===== src/sfpc_defines.svh =====
// Register offsets, field positions, reset values and fixed codes
`ifndef SFPC_DEFINES_SVH
`define SFPC_DEFINES_SVH

// ===========================================================
// Register map
`define SFPC_ADDR_SRC       8'h01
`define SFPC_ADDR_OUT       8'h02
`define SFPC_RST_SRC        8'h20
`define SFPC_RST_OUT        8'h00
`define SFPC_MASK_SRC       8'h3f
`define SFPC_MASK_OUT       8'h11

// ===========================================================
// Field positions
`define SFPC_BIT_WM_MODE    5
`define SFPC_BIT_RESUME     4
`define SFPC_BIT_HIRES      3
`define SFPC_BIT_TS_SUB     2
`define SFPC_BIT_GYRO_EN    1
`define SFPC_BIT_ACCEL_EN   0
`define SFPC_BIT_EMPTY_DIS  4
`define SFPC_BIT_OSC_DIS    0

// ===========================================================
// Fixed data values
`define SFPC_EMPTY_BYTE     8'hff

`endif


===== src/sfpc_pkg.sv =====
// Shared types of the sensor queue configuration block
package sfpc_pkg;
	typedef logic [7:0]  sfpc_byte_t;
	typedef logic [11:0] sfpc_count_t;
	typedef logic [15:0] sfpc_stamp_t;
	typedef enum logic {SFPC_RD_IDLE, SFPC_RD_BURST} sfpc_rd_state_t;
endpackage : sfpc_pkg


===== src/sfpc_pin_sync.sv =====
// Three-stage pin synchroniser with agreement filter
`timescale 1ns/100ps
module sfpc_pin_sync (
	input  wire logic sys_clk,
	input  wire logic rst,
	input  wire logic pin_in,
	output logic      level_out
);
	logic s1_reg;
	logic s2_reg;
	logic s3_reg;

	// ===========================================================
	// Sync chain; level moves only when stages two and three agree
	always_ff @(posedge sys_clk) begin
		if (rst) begin
			s1_reg    <= 1'b0;
			s2_reg    <= 1'b0;
			s3_reg    <= 1'b0;
			level_out <= 1'b0;
		end else begin
			s1_reg <= pin_in;
			s2_reg <= s1_reg;
			s3_reg <= s2_reg;
			if (s2_reg == s3_reg) begin
				level_out <= s3_reg;
			end
		end
	end
endmodule : sfpc_pin_sync


===== src/sfpc_fifo_config.sv =====
// Sensor queue packet and read configuration logic
`timescale 1ns/100ps
`include "sfpc_defines.svh"
module sfpc_fifo_config
	import sfpc_pkg::*;
(
	input  wire logic  sys_clk,
	input  wire logic  rst,
	input  wire logic  [7:0] reg_addr,
	input  wire logic  [7:0] reg_wdata,
	input  wire logic  reg_wr,
	input  wire logic  reg_rd,
	output sfpc_byte_t reg_rdata,
	input  wire logic  [11:0] fill_count,
	input  wire logic  [11:0] watermark_level,
	input  wire logic  output_data_rate_tick,
	output logic       watermark_irq,
	input  wire logic  gyro_pkt_valid,
	input  wire logic  accel_pkt_valid,
	output logic       gyro_pkt_write,
	output logic       accel_pkt_write,
	output logic       high_resolution_pkt,
	input  wire logic  [15:0] packet_time_stamp,
	input  wire logic  [15:0] frame_sync_stamp,
	input  wire logic  stamp_unit_sync_enable,
	input  wire logic  frame_sync_input,
	output sfpc_stamp_t stamp_out,
	output logic       stamp_substituted,
	input  wire logic  host_rd,
	input  wire logic  host_rd_done,
	input  wire logic  queue_empty,
	input  wire logic  [7:0] queue_byte,
	input  wire logic  [5:0] packet_len,
	output sfpc_byte_t host_rd_data,
	output sfpc_count_t rd_ptr,
	output sfpc_count_t head_ptr
);
	sfpc_byte_t     src_reg;
	sfpc_byte_t     out_reg;
	logic           eq_reg;
	logic           fs_level_reg;
	logic           fs_pend_reg;
	logic           fs_level;
	logic [5:0]     pkt_cnt_reg;
	sfpc_rd_state_t state_reg;

	// ===========================================================
	// Register decode and field views
	wire wr_src      = reg_wr && (reg_addr == `SFPC_ADDR_SRC);
	wire wr_out      = reg_wr && (reg_addr == `SFPC_ADDR_OUT);
	wire wm_mode     = src_reg[`SFPC_BIT_WM_MODE];
	wire resume_en   = src_reg[`SFPC_BIT_RESUME];
	wire ts_sub_en   = src_reg[`SFPC_BIT_TS_SUB];
	wire gyro_en     = src_reg[`SFPC_BIT_GYRO_EN];
	wire accel_en    = src_reg[`SFPC_BIT_ACCEL_EN];
	wire empty_dis   = out_reg[`SFPC_BIT_EMPTY_DIS];
	wire [7:0] rd_mux = (reg_addr == `SFPC_ADDR_SRC) ? src_reg :
	                    (reg_addr == `SFPC_ADDR_OUT) ? out_reg : 8'h00;

	// Writes keep only defined bits; reserved bits stay zero
	always_ff @(posedge sys_clk) begin
		if (rst) begin
			src_reg   <= `SFPC_RST_SRC;
			out_reg   <= `SFPC_RST_OUT;
			reg_rdata <= 8'h00;
		end else begin
			if (wr_src) src_reg <= reg_wdata & `SFPC_MASK_SRC;
			if (wr_out) out_reg <= reg_wdata & `SFPC_MASK_OUT;
			if (reg_rd) reg_rdata <= rd_mux;
		end
	end

	// ===========================================================
	// Watermark interrupt
	wire wm_eq   = (fill_count == watermark_level);
	wire wm_ge   = (fill_count >= watermark_level);
	wire wm_fire = wm_mode ? (output_data_rate_tick && wm_ge)
	                       : (wm_eq && !eq_reg);

	always_ff @(posedge sys_clk) begin
		if (rst) begin
			eq_reg        <= 1'b0;
			watermark_irq <= 1'b0;
		end else begin
			eq_reg        <= wm_eq;
			watermark_irq <= wm_fire;
		end
	end

	// ===========================================================
	// Packet admission and resolution
	assign high_resolution_pkt = src_reg[`SFPC_BIT_HIRES];

	always_ff @(posedge sys_clk) begin
		if (rst) begin
			gyro_pkt_write  <= 1'b0;
			accel_pkt_write <= 1'b0;
		end else begin
			gyro_pkt_write  <= gyro_pkt_valid && gyro_en;
			accel_pkt_write <= accel_pkt_valid && accel_en;
		end
	end

	// ===========================================================
	// Frame-sync stamp substitution
	sfpc_pin_sync u_frame_sync (
		.sys_clk   (sys_clk),
		.rst       (rst),
		.pin_in    (frame_sync_input),
		.level_out (fs_level)
	);

	wire fs_rise  = fs_level && !fs_level_reg;
	wire pkt_any  = (gyro_pkt_valid && gyro_en) || (accel_pkt_valid && accel_en);
	wire sub_ok   = ts_sub_en && stamp_unit_sync_enable;
	wire do_sub   = pkt_any && sub_ok && fs_pend_reg;

	// Pending event: a new edge wins over the clear by a packet
	always_ff @(posedge sys_clk) begin
		if (rst) begin
			fs_level_reg      <= 1'b0;
			fs_pend_reg       <= 1'b0;
			stamp_out         <= 16'h0000;
			stamp_substituted <= 1'b0;
		end else begin
			fs_level_reg <= fs_level;
			if (fs_rise) fs_pend_reg <= 1'b1;
			else if (do_sub) fs_pend_reg <= 1'b0;
			if (pkt_any) begin
				stamp_out         <= do_sub ? frame_sync_stamp : packet_time_stamp;
				stamp_substituted <= do_sub;
			end
		end
	end

	// ===========================================================
	// Host read pointer tracking
	wire       take     = host_rd && !queue_empty;
	wire [5:0] cnt_inc  = pkt_cnt_reg + 6'h01;
	wire       pkt_end  = take && (cnt_inc == packet_len);
	wire [11:0] rd_step = take ? (rd_ptr + 12'h001) : rd_ptr;

	always_ff @(posedge sys_clk) begin
		if (rst) begin
			rd_ptr      <= 12'h000;
			head_ptr    <= 12'h000;
			pkt_cnt_reg <= 6'h00;
			state_reg   <= SFPC_RD_IDLE;
		end else begin
			case (state_reg)
			SFPC_RD_IDLE: begin
				if (take && !host_rd_done) state_reg <= SFPC_RD_BURST;
			end
			SFPC_RD_BURST: begin
				if (host_rd_done) state_reg <= SFPC_RD_IDLE;
			end
			default: state_reg <= SFPC_RD_IDLE;
			endcase
			if (host_rd_done && resume_en) begin
				rd_ptr      <= rd_step;
				head_ptr    <= rd_step;
				pkt_cnt_reg <= pkt_end ? 6'h00 : (take ? cnt_inc : pkt_cnt_reg);
			end else if (host_rd_done) begin
				rd_ptr      <= pkt_end ? rd_step : head_ptr;
				head_ptr    <= pkt_end ? rd_step : head_ptr;
				pkt_cnt_reg <= 6'h00;
			end else begin
				rd_ptr <= rd_step;
				if (pkt_end) begin
					head_ptr    <= rd_step;
					pkt_cnt_reg <= 6'h00;
				end else if (take) begin
					pkt_cnt_reg <= cnt_inc;
				end
			end
		end
	end

	// Read data: marker byte or held last byte when empty
	always_ff @(posedge sys_clk) begin
		if (rst) begin
			host_rd_data <= 8'h00;
		end else if (take) begin
			host_rd_data <= queue_byte;
		end else if (host_rd && !empty_dis) begin
			host_rd_data <= `SFPC_EMPTY_BYTE;
		end
	end
endmodule : sfpc_fifo_config


===== config.mk =====
export PLATFORM = sky130hd
export DESIGN_NAME = sfpc_fifo_config
export DESIGN_NICKNAME = d
export VERILOG_FILES = /design/src/sfpc_pkg.sv /design/src/sfpc_pin_sync.sv /design/src/sfpc_fifo_config.sv
export VERILOG_INCLUDE_DIRS = /design/src
export SDC_FILE = /design/constraint.sdc
export NUM_CORES = 1
export LEC_CHECK = 0
export ABC_AREA = 1
export BUFFER_PORTS_ARGS = -buffer_cell sky130_fd_sc_hd__buf_2
export CAP_MARGIN = 10
export CORE_MARGIN = 2
export CORE_UTILIZATION = 53
export DETAILED_ROUTE_END_ITERATION = 6
export PLACE_DENSITY = 0.83
export SYNTH_ARGS = -nofsm -noshare
export SYNTH_HDL_FRONTEND = slang
export SYNTH_SLANG_ARGS = --single-unit

===== constraint.sdc =====
create_clock -name sys_clk -period 2.57 [get_ports sys_clk]
set_input_delay 0.257 -clock sys_clk [delete_from_list [all_inputs] [get_ports sys_clk]]
set_output_delay 0.257 -clock sys_clk [all_outputs]
set_load 0.02 [all_outputs]

==> results of run 1 <==
[worst max-delay path: cells and delay by family (launching register included)]
| family | cells | cell delay (ps) |
|---|---|---|
| and+or+nand+nor | 9 | 1140 |
| DFF | 1 | 470 |
| adders and majority gates | 1 | 270 |
| buffers and inverters | 3 | 150 |
[worst max-delay path by stage]
stage / startpoint / end / depth (start not counted)
floorplan: pkt_cnt_reg[0] / head_ptr[5] / 15
global placement: pkt_cnt_reg[0] / rd_ptr[1] / 12
detailed placement: pkt_cnt_reg[0] / head_ptr[11] / 13
CTS: pkt_cnt_reg[0] / head_ptr[11] / 13
global route: pkt_cnt_reg[0] / head_ptr[10] / 12
finish: pkt_cnt_reg[0] / head_ptr[11] / 13
[area by class of cell]
class	count	share of cell area, %
clock buffers	9	2.35
clock inverters	6	2.09
inverters	118	8.39
multi-input cells	410	39.6
flip-flops and latches	79	30.0
well taps	102	2.42
repair buffers	158	15.2
[layer usage]
layer  vias up  track usage (%)  share of wire [%]
met5         -                0                  0
met4         0             12.4                3.2
met3        30             5.48                7.6
met2       187             44.6                 49
met1      2043             29.9                 41
li1       2315                -                  -
[power by group]
part	switching (W)	internal [W]
sequential	0.0000183	0.00125
combinational	0.000178	0.000129
clock	0.000451	0.000638
total	0.000647	0.00202
[cell families (layout without fill, tap and decap cells)]
family	after synthesis	after routing	synth area share, %
adder cells (fa/ha/maj)	14	14	4.13
AND/OR/NAND/NOR	305	305	31.9
flip-flops	79	79	37.3
XOR/XNOR	3	3	0.619
other	1	2	0.0884
AO/OA/AOI/OAI	86	86	12.4
buffers and inverters	144	291	13.6
[cell usage in the layout, fill, tap and decap left out, types with 3 or more instances in the layout]
master       n
a21oi_1     18
buf_2      154
buf_4        4
bufinv_16    3
clkbuf_8     9
dfxtp_1     79
ha_1        14
inv_1      116
nand2_1    138
nand3_1     90
nand4_1     12
nor2_1      48
nor3_1       5
o211ai_1    18
o21ai_0     33
o21ai_1      7
o221a_2      8
or2_2        3
[through the flow]
stage	setup slack (ps)	area (sq um)
5_1_grt	260	5280
2_1_floorplan	839	4250
4_1_cts	520	5280
3_5_place_dp	533	5040
6_report	490	5280
3_3_place_gp	632	5040
==> flow_summary.yaml, run 1 <==
outcome:
  status: "completed"
critical_path:
  ff2ff_path_depth: 13
  crit_arrival_ps: 2370
  crit_path_max_fanout: 18
  regToRegEndpoint: "head_ptr[11]"
  crit_chain: "ha_1 > inv_1 > nand2_1 > nand2_1 > nand2_1 > nand2_1 > inv_2 > nand3_1 > nor2_4 > nand3_1 > nand3_1 > nand2_1 > inv_1"
  slowest_delay_ps: 470
  worstSetupStartpointType: "register"
  cp.required_ps: 2860
  crit_slowest_cell: "dfxtp_1"
  rrSetupSlack_ps: 490
  end_kind: "register"
  rr_startpoint: "pkt_cnt_reg[0]"
  path_class: "reg2reg"
  crit_top_cell: "nand2_1"
drt:
  dr_total_vias: 4575
  firstDrtPassIters: 5
  drt-wirelength-per-cell_um: 12.4
  drc: 0
  vias_per_cell: 5.19
  drtAntennaViolNets: 0
  finalWirelength_um: 10900
  drtIter0Drc: 203
floorplan:
  die_w_um: 93.5
  rows: 32
  initial_core_util_pct: 54.9
  die_h_um: 93.5
  io_pins: 159
  dieArea_sq_mm: 0.00874
  core-area_sq_mm: 0.00773
worst_hold_path:
  min_to: "u_frame_sync.s1_reg"
  min_path_cells: 3
  min_from: "frame_sync_input"
  hp-class: "in2reg"
clock_network:
  cts_made_buffers: 9
  cts_max_level: 3
  cts.sinks: 79
  post_cts_buffers: 0
  cts.clk_slew.worst_paths_ps: 80
  clk_latency_ps: 350
  cts_resized: 0
  cts_tree: "built"
  cts_root_buffer: "clkbuf_8"
  hold_buffers: 0
  clockBufferDepth: 2
final_layout:
  drive_above_1_share_pct: 24.9
  fillers: 656
  regMostFlops: "stamp_out"
  antennaDiodeCount: 0
  fin_nets: 888
  seq_area_sq_mm: 0.00158
  multiInputGateArea_sq_mm: 0.00209
  final_cells: 882
  reg.largest.list: "stamp_out x16, head_ptr x12, rd_ptr x12"
  area_growth_pct: 24.4
  postLayoutCoreUtil_pct: 68.3
  largest_reg_flops: 16
grt:
  antenna_found_initial: 0
  grt_max_degree: 39
  grt_overflow_total: 0
  grt_pass1_vias: 4183
  grt_pass1_wl_um: 18000
  grtUsageTotal_pct: 25.7
power_and_ir_drop:
  vdd_drop_max_uv: 424
  power-per-cell-area_mw_per_mm2: 505
  power.leakage_nw: 2.99
  power.total_w: 0.00266
sta:
  max_freq_mhz: 481
  fin_crit_ps: 2080
  rsz0062_at_grt: "no"
  hold_violations: 0
  fin_tns_setup_ps: 0
  finClkSkew_ps: 15.2
  setup_viol: 0
  finalCritPeriodShare_pct: 80.9
  relSlewSlack_pct: 55.4
  whs_ps: 113
  max_slew.worst_pin.slew_ps: 669
  slew_violations: 0
placed_design:
  gp_congestion: 0.920
  numPortBuffers: 154
  dpl.cell_count: 867
  dp_hpwl_um: 8410
synth:
  async_reset_ff_share_pct: 0
  yosysTopAreaCellShare_pct: 37.3
  postSynth.topFlopCell: "dfxtp_1"
  ys_seq_area_share_pct: 37.3
  synthDistinctLibCells: 32
  synthTopCellsByArea: "dfxtp_1, nand2_1, nand3_1"
  ys_warn_count: 0
  ys_seq_elements: 79
  synth_common_cells: "nand2_1, inv_1, nand3_1, dfxtp_1, nor2_1"
  yosysMostFrequentCell: "nand2_1"
  synth_top_area_cell: "dfxtp_1"
  syn_inst: 632
  synth_edf_count: 0
  avgSynthCellArea_sq_um: 6.72
  netlist_area_sq_mm: 0.00424
flow_run:
  max-cap-violations: 0
Power figures use the tool's default switching activity.
==> run 2: changes to the inputs <==
--- a/config.mk
+++ b/config.mk
@@ -10,9 +10,9 @@
 export BUFFER_PORTS_ARGS = -buffer_cell sky130_fd_sc_hd__buf_2
 export CAP_MARGIN = 10
 export CORE_MARGIN = 2
-export CORE_UTILIZATION = 53
+export CORE_UTILIZATION = 45
 export DETAILED_ROUTE_END_ITERATION = 6
-export PLACE_DENSITY = 0.83
+export PLACE_DENSITY = 0.75
 export SYNTH_ARGS = -nofsm -noshare
 export SYNTH_HDL_FRONTEND = slang
 export SYNTH_SLANG_ARGS = --single-unit
==> constraint.sdc (replaced) <==
create_clock -name sys_clk -period 1.9 [get_ports sys_clk]
set_input_delay 0.19 -clock sys_clk [delete_from_list [all_inputs] [get_ports sys_clk]]
set_output_delay 0.19 -clock sys_clk [all_outputs]
set_load 0.02 [all_outputs]
==> run 2 against run 1 <==
Routed wire length is 1.8% higher; global-route usage is 3.7 points lower; via count is 0.77% lower; maximum frequency is 18% higher; largest power group unchanged; critical endpoint is now head_ptr[2]; cell count is 2.5% higher; worst hold slack worse by 68 ps; setup slack worse by 360 ps; die area is 17% higher; combinational power is 42% higher; sequential share of layout area is 0.70 points lower; non-clock buffer count is 10 higher; first-iteration DRC count is 33% lower; highest routed layer unchanged.
==> flow_summary.yaml, run 2 (synthesis results as in run 1) <==
sta:
  fin_crit_ps: 1770
  slew_violations: 0
  setup_viol: 0
  rsz0062_at_grt: "yes"
  finalCritPeriodShare_pct: 93.0
  max_freq_mhz: 566
  finClkSkew_ps: 8.74
  max_slew.worst_pin.slew_ps: 678
  worst_slack_ps: 133
  relSlewSlack_pct: 54.7
  hold_violations: 0
final_layout:
  reg.largest.list: "stamp_out x16, head_ptr x12, rd_ptr x12"
  seq_area_sq_mm: 0.00158
  stdcell_area_sq_mm: 0.00541
  mostFrequentLayoutCell: "buf_2"
  layout_common_cells: "buf_2, nand2_1, inv_1"
  area_growth_pct: 27.5
  fin_nets: 900
  drive_above_1_share_pct: 27.1
  final_cells: 904
  fillers: 868
  regMostFlops: "stamp_out"
  postLayoutCoreUtil_pct: 58.8
  multiInputGateArea_sq_mm: 0.00216
  antennaDiodeCount: 0
  largest_reg_flops: 16
placed_design:
  dp_hpwl_um: 8440
  pre_cts_ws_ps: 25.7
  dpl.cell_count: 886
  placed_area_sq_mm: 0.00514
  gp_congestion: 0.906
  numPortBuffers: 154
grt:
  grt_pass1_wl_um: 18400
  grt_overflow_total: 0
  grt_pass1_vias: 4272
  grtUsageTotal_pct: 22.0
  grt_max_degree: 36
  antenna_found_initial: 0
power_and_ir_drop:
  seq_power_share_pct: 50.2
  power_frac_comb_pct: 12.8
  clkPwrFrac_pct: 37.0
  p_int_w: 0.00251
  power.leakage_nw: 3.03
  power-per-cell-area_mw_per_mm2: 630
  vdd_drop_max_uv: 376
  p_switching_w: 0.000896
  power.total_w: 0.00341
  swShare_pct: 26.3
floorplan:
  die_w_um: 101
  dieArea_sq_mm: 0.0102
  rows: 35
  core-area_sq_mm: 0.00920
  die_h_um: 101
  initial_core_util_pct: 46.1
  io_pins: 159
clock_network:
  cts_tree: "built"
  post_cts_buffers: 0
  cts_resized: 0
  clockBufferDepth: 2
  cts_max_level: 3
  clk_latency_ps: 340
  cts.clk_slew.worst_paths_ps: 80
  hold_buffers: 0
  cts.sinks: 79
  cts_root_buffer: "clkbuf_8"
  cts_made_buffers: 9
flow_run:
  max-cap-violations: 0
critical_path:
  cp.required_ps: 2150
  path_class: "reg2reg"
  endpoint: "head_ptr[2]"
  regToRegEndpoint: "head_ptr[2]"
  crit_path_max_fanout: 9
  crit_arrival_ps: 2020
  ff2ff_path_depth: 12
  rr_startpoint: "pkt_cnt_reg[1]"
  rrSetupSlack_ps: 130
  startpoint: "pkt_cnt_reg[1]"
  end_kind: "register"
  worstSetupStartpointType: "register"
drt:
  finalWirelength_um: 11100
  vias_per_cell: 5.02
  firstDrtPassIters: 4
  drc: 0
  dr_total_vias: 4540
  met1Wirelength_um: 4610
  highest_layer: "met4"
  drtAntennaViolNets: 0
  drt-wirelength-per-cell_um: 12.3
  drtIter0Drc: 135
  wl_met2_um: 5510
  dr_wl_met3_um: 856
outcome:
  status: "completed"
worst_hold_path:
  hp-class: "in2reg"
==> run 2: area by class of cell <==
class / count / share of cell area, %
inverter: 118 / 8.18
tap: 111 / 2.57
clock buffer: 10 / 2.54
sequential: 79 / 29.3
timing repair buffer: 168 / 16.5
clock inverter: 6 / 1.11
multi-input combinational: 412 / 39.8
==> run 2: critical path, cell delays in order (launching register included) <==
cell     delay, ps
dfxtp_2        340
ha_4           260
inv_1           50
nand2_1         50
nand3_1         80
nor2_2         100
nand2_1         90
nor2_4         230
nand3_4        180
nand2_1        100
nand3_1         60
nand2_1         80
inv_1           30
==> run 2: through the flow <==
| step | hold WS [ps] | TNS (ps) |
|---|---|---|
| floorplan | 297 | 0 |
| global placement | 396 | 0 |
| detailed placement | 399 | 0 |
| CTS | 31.7 | 0 |
| global route | 46.1 | -232 |
| finish | 45.2 | 0 |
==> run 2: metal layers <==
metal,GRT usage (%),vias up
met4,7.90,0
met2,39.7,152
li1,-,2342
met1,25.1,2030
met5,0,-
met3,5.48,16
==> run 2: power by group through the flow <==
| stage | clock network (W) | logic [W] | registers (W) |
|---|---|---|---|
| final | 0.00126 | 0.000435 | 0.00171 |
| after global routing | 0.00136 | 0.000493 | 0.00172 |
| after CTS | 0.00129 | 0.000424 | 0.00171 |
| after detailed placement | 0 | 0.000423 | 0.00175 |
| after global placement | 0 | 0.000410 | 0.00175 |
| after floorplan | 0 | 0.000209 | 0.00178 |
==> run 2: worst min-delay path by stage <==
stage | cells after the start | slack [ps] | startpoint | end
after floorplan | 2 | 300 | frame_sync_input | u_frame_sync.s1_reg
after global placement | 3 | 400 | frame_sync_input | u_frame_sync.s1_reg
after detailed placement | 2 | 400 | u_frame_sync.s1_reg | u_frame_sync.s2_reg
after CTS | 3 | 30 | frame_sync_input | u_frame_sync.s1_reg
after global routing | 3 | 50 | frame_sync_input | u_frame_sync.s1_reg
final | 3 | 50 | frame_sync_input | u_frame_sync.s1_reg
==> run 3: changes to the inputs <==
--- a/config.mk
+++ b/config.mk
@@ -9,10 +9,12 @@
 export ABC_AREA = 1
 export BUFFER_PORTS_ARGS = -buffer_cell sky130_fd_sc_hd__buf_2
 export CAP_MARGIN = 10
+export CELL_PAD_IN_SITES_DETAIL_PLACEMENT = 0
+export CELL_PAD_IN_SITES_GLOBAL_PLACEMENT = 1
 export CORE_MARGIN = 2
-export CORE_UTILIZATION = 45
+export CORE_UTILIZATION = 30
 export DETAILED_ROUTE_END_ITERATION = 6
-export PLACE_DENSITY = 0.75
+export PLACE_DENSITY = 0.74
 export SYNTH_ARGS = -nofsm -noshare
 export SYNTH_HDL_FRONTEND = slang
 export SYNTH_SLANG_ARGS = --single-unit
==> run 3 against run 2 <==
Worst hold slack improved by 19 ps; critical path depth increased by 1; flip-flop and latch count unchanged; clock power rose by 26%; power grew 10%; global-route usage shrank 4.8 points; critical endpoint is now head_ptr[1]; setup slack worse by 30 ps.
==> flow_summary.yaml, run 3 (synthesis results as in run 1) <==
final_layout:
  regMostFlops: "stamp_out"
  fillers: 1457
  mostFrequentLayoutCell: "buf_2"
  layout_common_cells: "buf_2, nand2_1, inv_1"
  stdcell_area_sq_mm: 0.00564
  area_growth_pct: 33.0
  largest_reg_flops: 16
  reg.largest.list: "stamp_out x16, head_ptr x12, rd_ptr x12"
  fin_nets: 906
  postLayoutCoreUtil_pct: 40.8
  final_cells: 978
  seq_area_sq_mm: 0.00159
  drive_above_1_share_pct: 28.2
  multiInputGateArea_sq_mm: 0.00218
sta:
  finClkSkew_ps: 7.79
  worst_slack_ps: 103
  setup_viol: 0
  max_slew.worst_pin.slew_ps: 751
  relSlewSlack_pct: 49.9
  max_freq_mhz: 556
  slew_violations: 0
  fin_crit_ps: 1800
  hold_violations: 0
  finalCritPeriodShare_pct: 94.6
outcome:
  status: "completed"
clock_network:
  cts.sinks: 79
  hold_buffers: 0
  cts_max_level: 3
  cts_tree: "built"
  cts_made_buffers: 9
  cts.clk_slew.worst_paths_ps: 60
  cts_root_buffer: "clkbuf_16"
  clk_latency_ps: 340
  clockBufferDepth: 2
floorplan:
  io_pins: 159
  dieArea_sq_mm: 0.0151
  initial_core_util_pct: 30.7
  die_h_um: 123
  rows: 43
  die_w_um: 123
  core-area_sq_mm: 0.0138
grt:
  antenna_found_initial: 1
  grtUsageTotal_pct: 17.2
  grt_overflow_total: 0
  grt_max_degree: 33
  grt_pass1_vias: 4371
  grt_pass1_wl_um: 20100
drt:
  drtIter0Drc: 186
  dr_total_vias: 4470
  firstDrtPassIters: 4
  vias_per_cell: 4.57
  drt-wirelength-per-cell_um: 12.8
  finalWirelength_um: 12500
  drc: 0
  drtAntennaViolNets: 0
flow_run:
  max-cap-violations: 0
placed_design:
  placed_area_sq_mm: 0.00525
  gp_congestion: 0.839
  dpl.cell_count: 960
  pre_cts_ws_ps: 21.2
  numPortBuffers: 154
  dp_hpwl_um: 9420
power_and_ir_drop:
  power.leakage_nw: 3.10
  vdd_drop_max_uv: 551
  power-per-cell-area_mw_per_mm2: 666
critical_path:
  crit_arrival_ps: 2040
  worstSetupStartpointType: "register"
  crit_path_max_fanout: 5
  path_class: "reg2reg"
  cp.required_ps: 2140
  end_kind: "register"
worst_hold_path:
  hp-class: "in2reg"
[run 3: cell types whose count changed in the layout (fill, tap and decap cells not counted), moves of 2 or more]
| cell | change |
|---|---|
| nand2_2 | +6 |
| buf_4 | +6 |
| nor2_2 | -2 |
| clkbuf_8 | -8 |
| clkbuf_16 | +9 |
| clkinvlp_4 | -2 |
| clkinv_2 | -2 |
| nand2_1 | -6 |
| clkbuf_1 | +2 |
[run 3: repair_timing]
item                       4_1_cts  5_1_grt
resized for setup                0       24
setup endpoints to repair        0       30
setup buffers                    0        1
[run 3: where the power goes]
part / switching (W) / internal (W) / leakage, nW / total [W]
clock: 0.000647 / 0.000940 / 0.132 / 0.00159
combinational: 0.000260 / 0.000193 / 2.32 / 0.000453
sequential: 0.0000242 / 0.00169 / 0.643 / 0.00172
[run 3: worst paths after layout]
check                           slack, ps                 from                   to  cells past startpoint
worst min register to register        400  u_frame_sync.s1_reg  u_frame_sync.s2_reg                      2
worst max-delay path                  100       pkt_cnt_reg[1]          head_ptr[1]                     13
worst max register to register        100       pkt_cnt_reg[1]          head_ptr[1]                     13
worst min-delay path                   60     frame_sync_input  u_frame_sync.s1_reg                      3
[run 3: area by class of cell]
type / instances / share of cell area [%]
timing repair buffer: 174 / 16.7
clock buffer: 13 / 4.61
sequential: 79 / 28.1
inverter: 118 / 7.85
multi-input combinational: 412 / 38.7
antenna: 1 / 0.0443
tap: 180 / 3.99
clock inverter: 1 / 0.0887
[run 3: through the flow]
stage / hold WS (ps) / setup TNS (ps) / power [W]
floorplan: 297 / 0 / 0.00199
global placement: 396 / 0 / 0.00218
detailed placement: 399 / 0 / 0.00219
CTS: 45.3 / 0 / 0.00381
global route: 70.9 / -8.45 / 0.00396
finish: 63.7 / 0 / 0.00376
[run 3: layer usage]
| layer | track usage (%) | vias to the layer above | part of all wire (%) |
|---|---|---|---|
| met5 | 0 | - | 0 |
| met4 | 5.39 | 0 | 1.8 |
| met3 | 7.06 | 14 | 8.1 |
| met2 | 29.3 | 126 | 48 |
| met1 | 19.5 | 1977 | 42 |
| li1 | - | 2353 | - |
[run 3: critical path, cell delays in order, from the launching register on]
cell and delay [ps]:
dfxtp_2 330, ha_4 260, inv_1 40, nand2_1 60, nand3_2 70, nor2_2 150, nand2_2 80, nor2_4 160
buf_12 130, nand3_4 130, nand2_2 90, nand3_1 60, nand2_1 90, inv_1 40
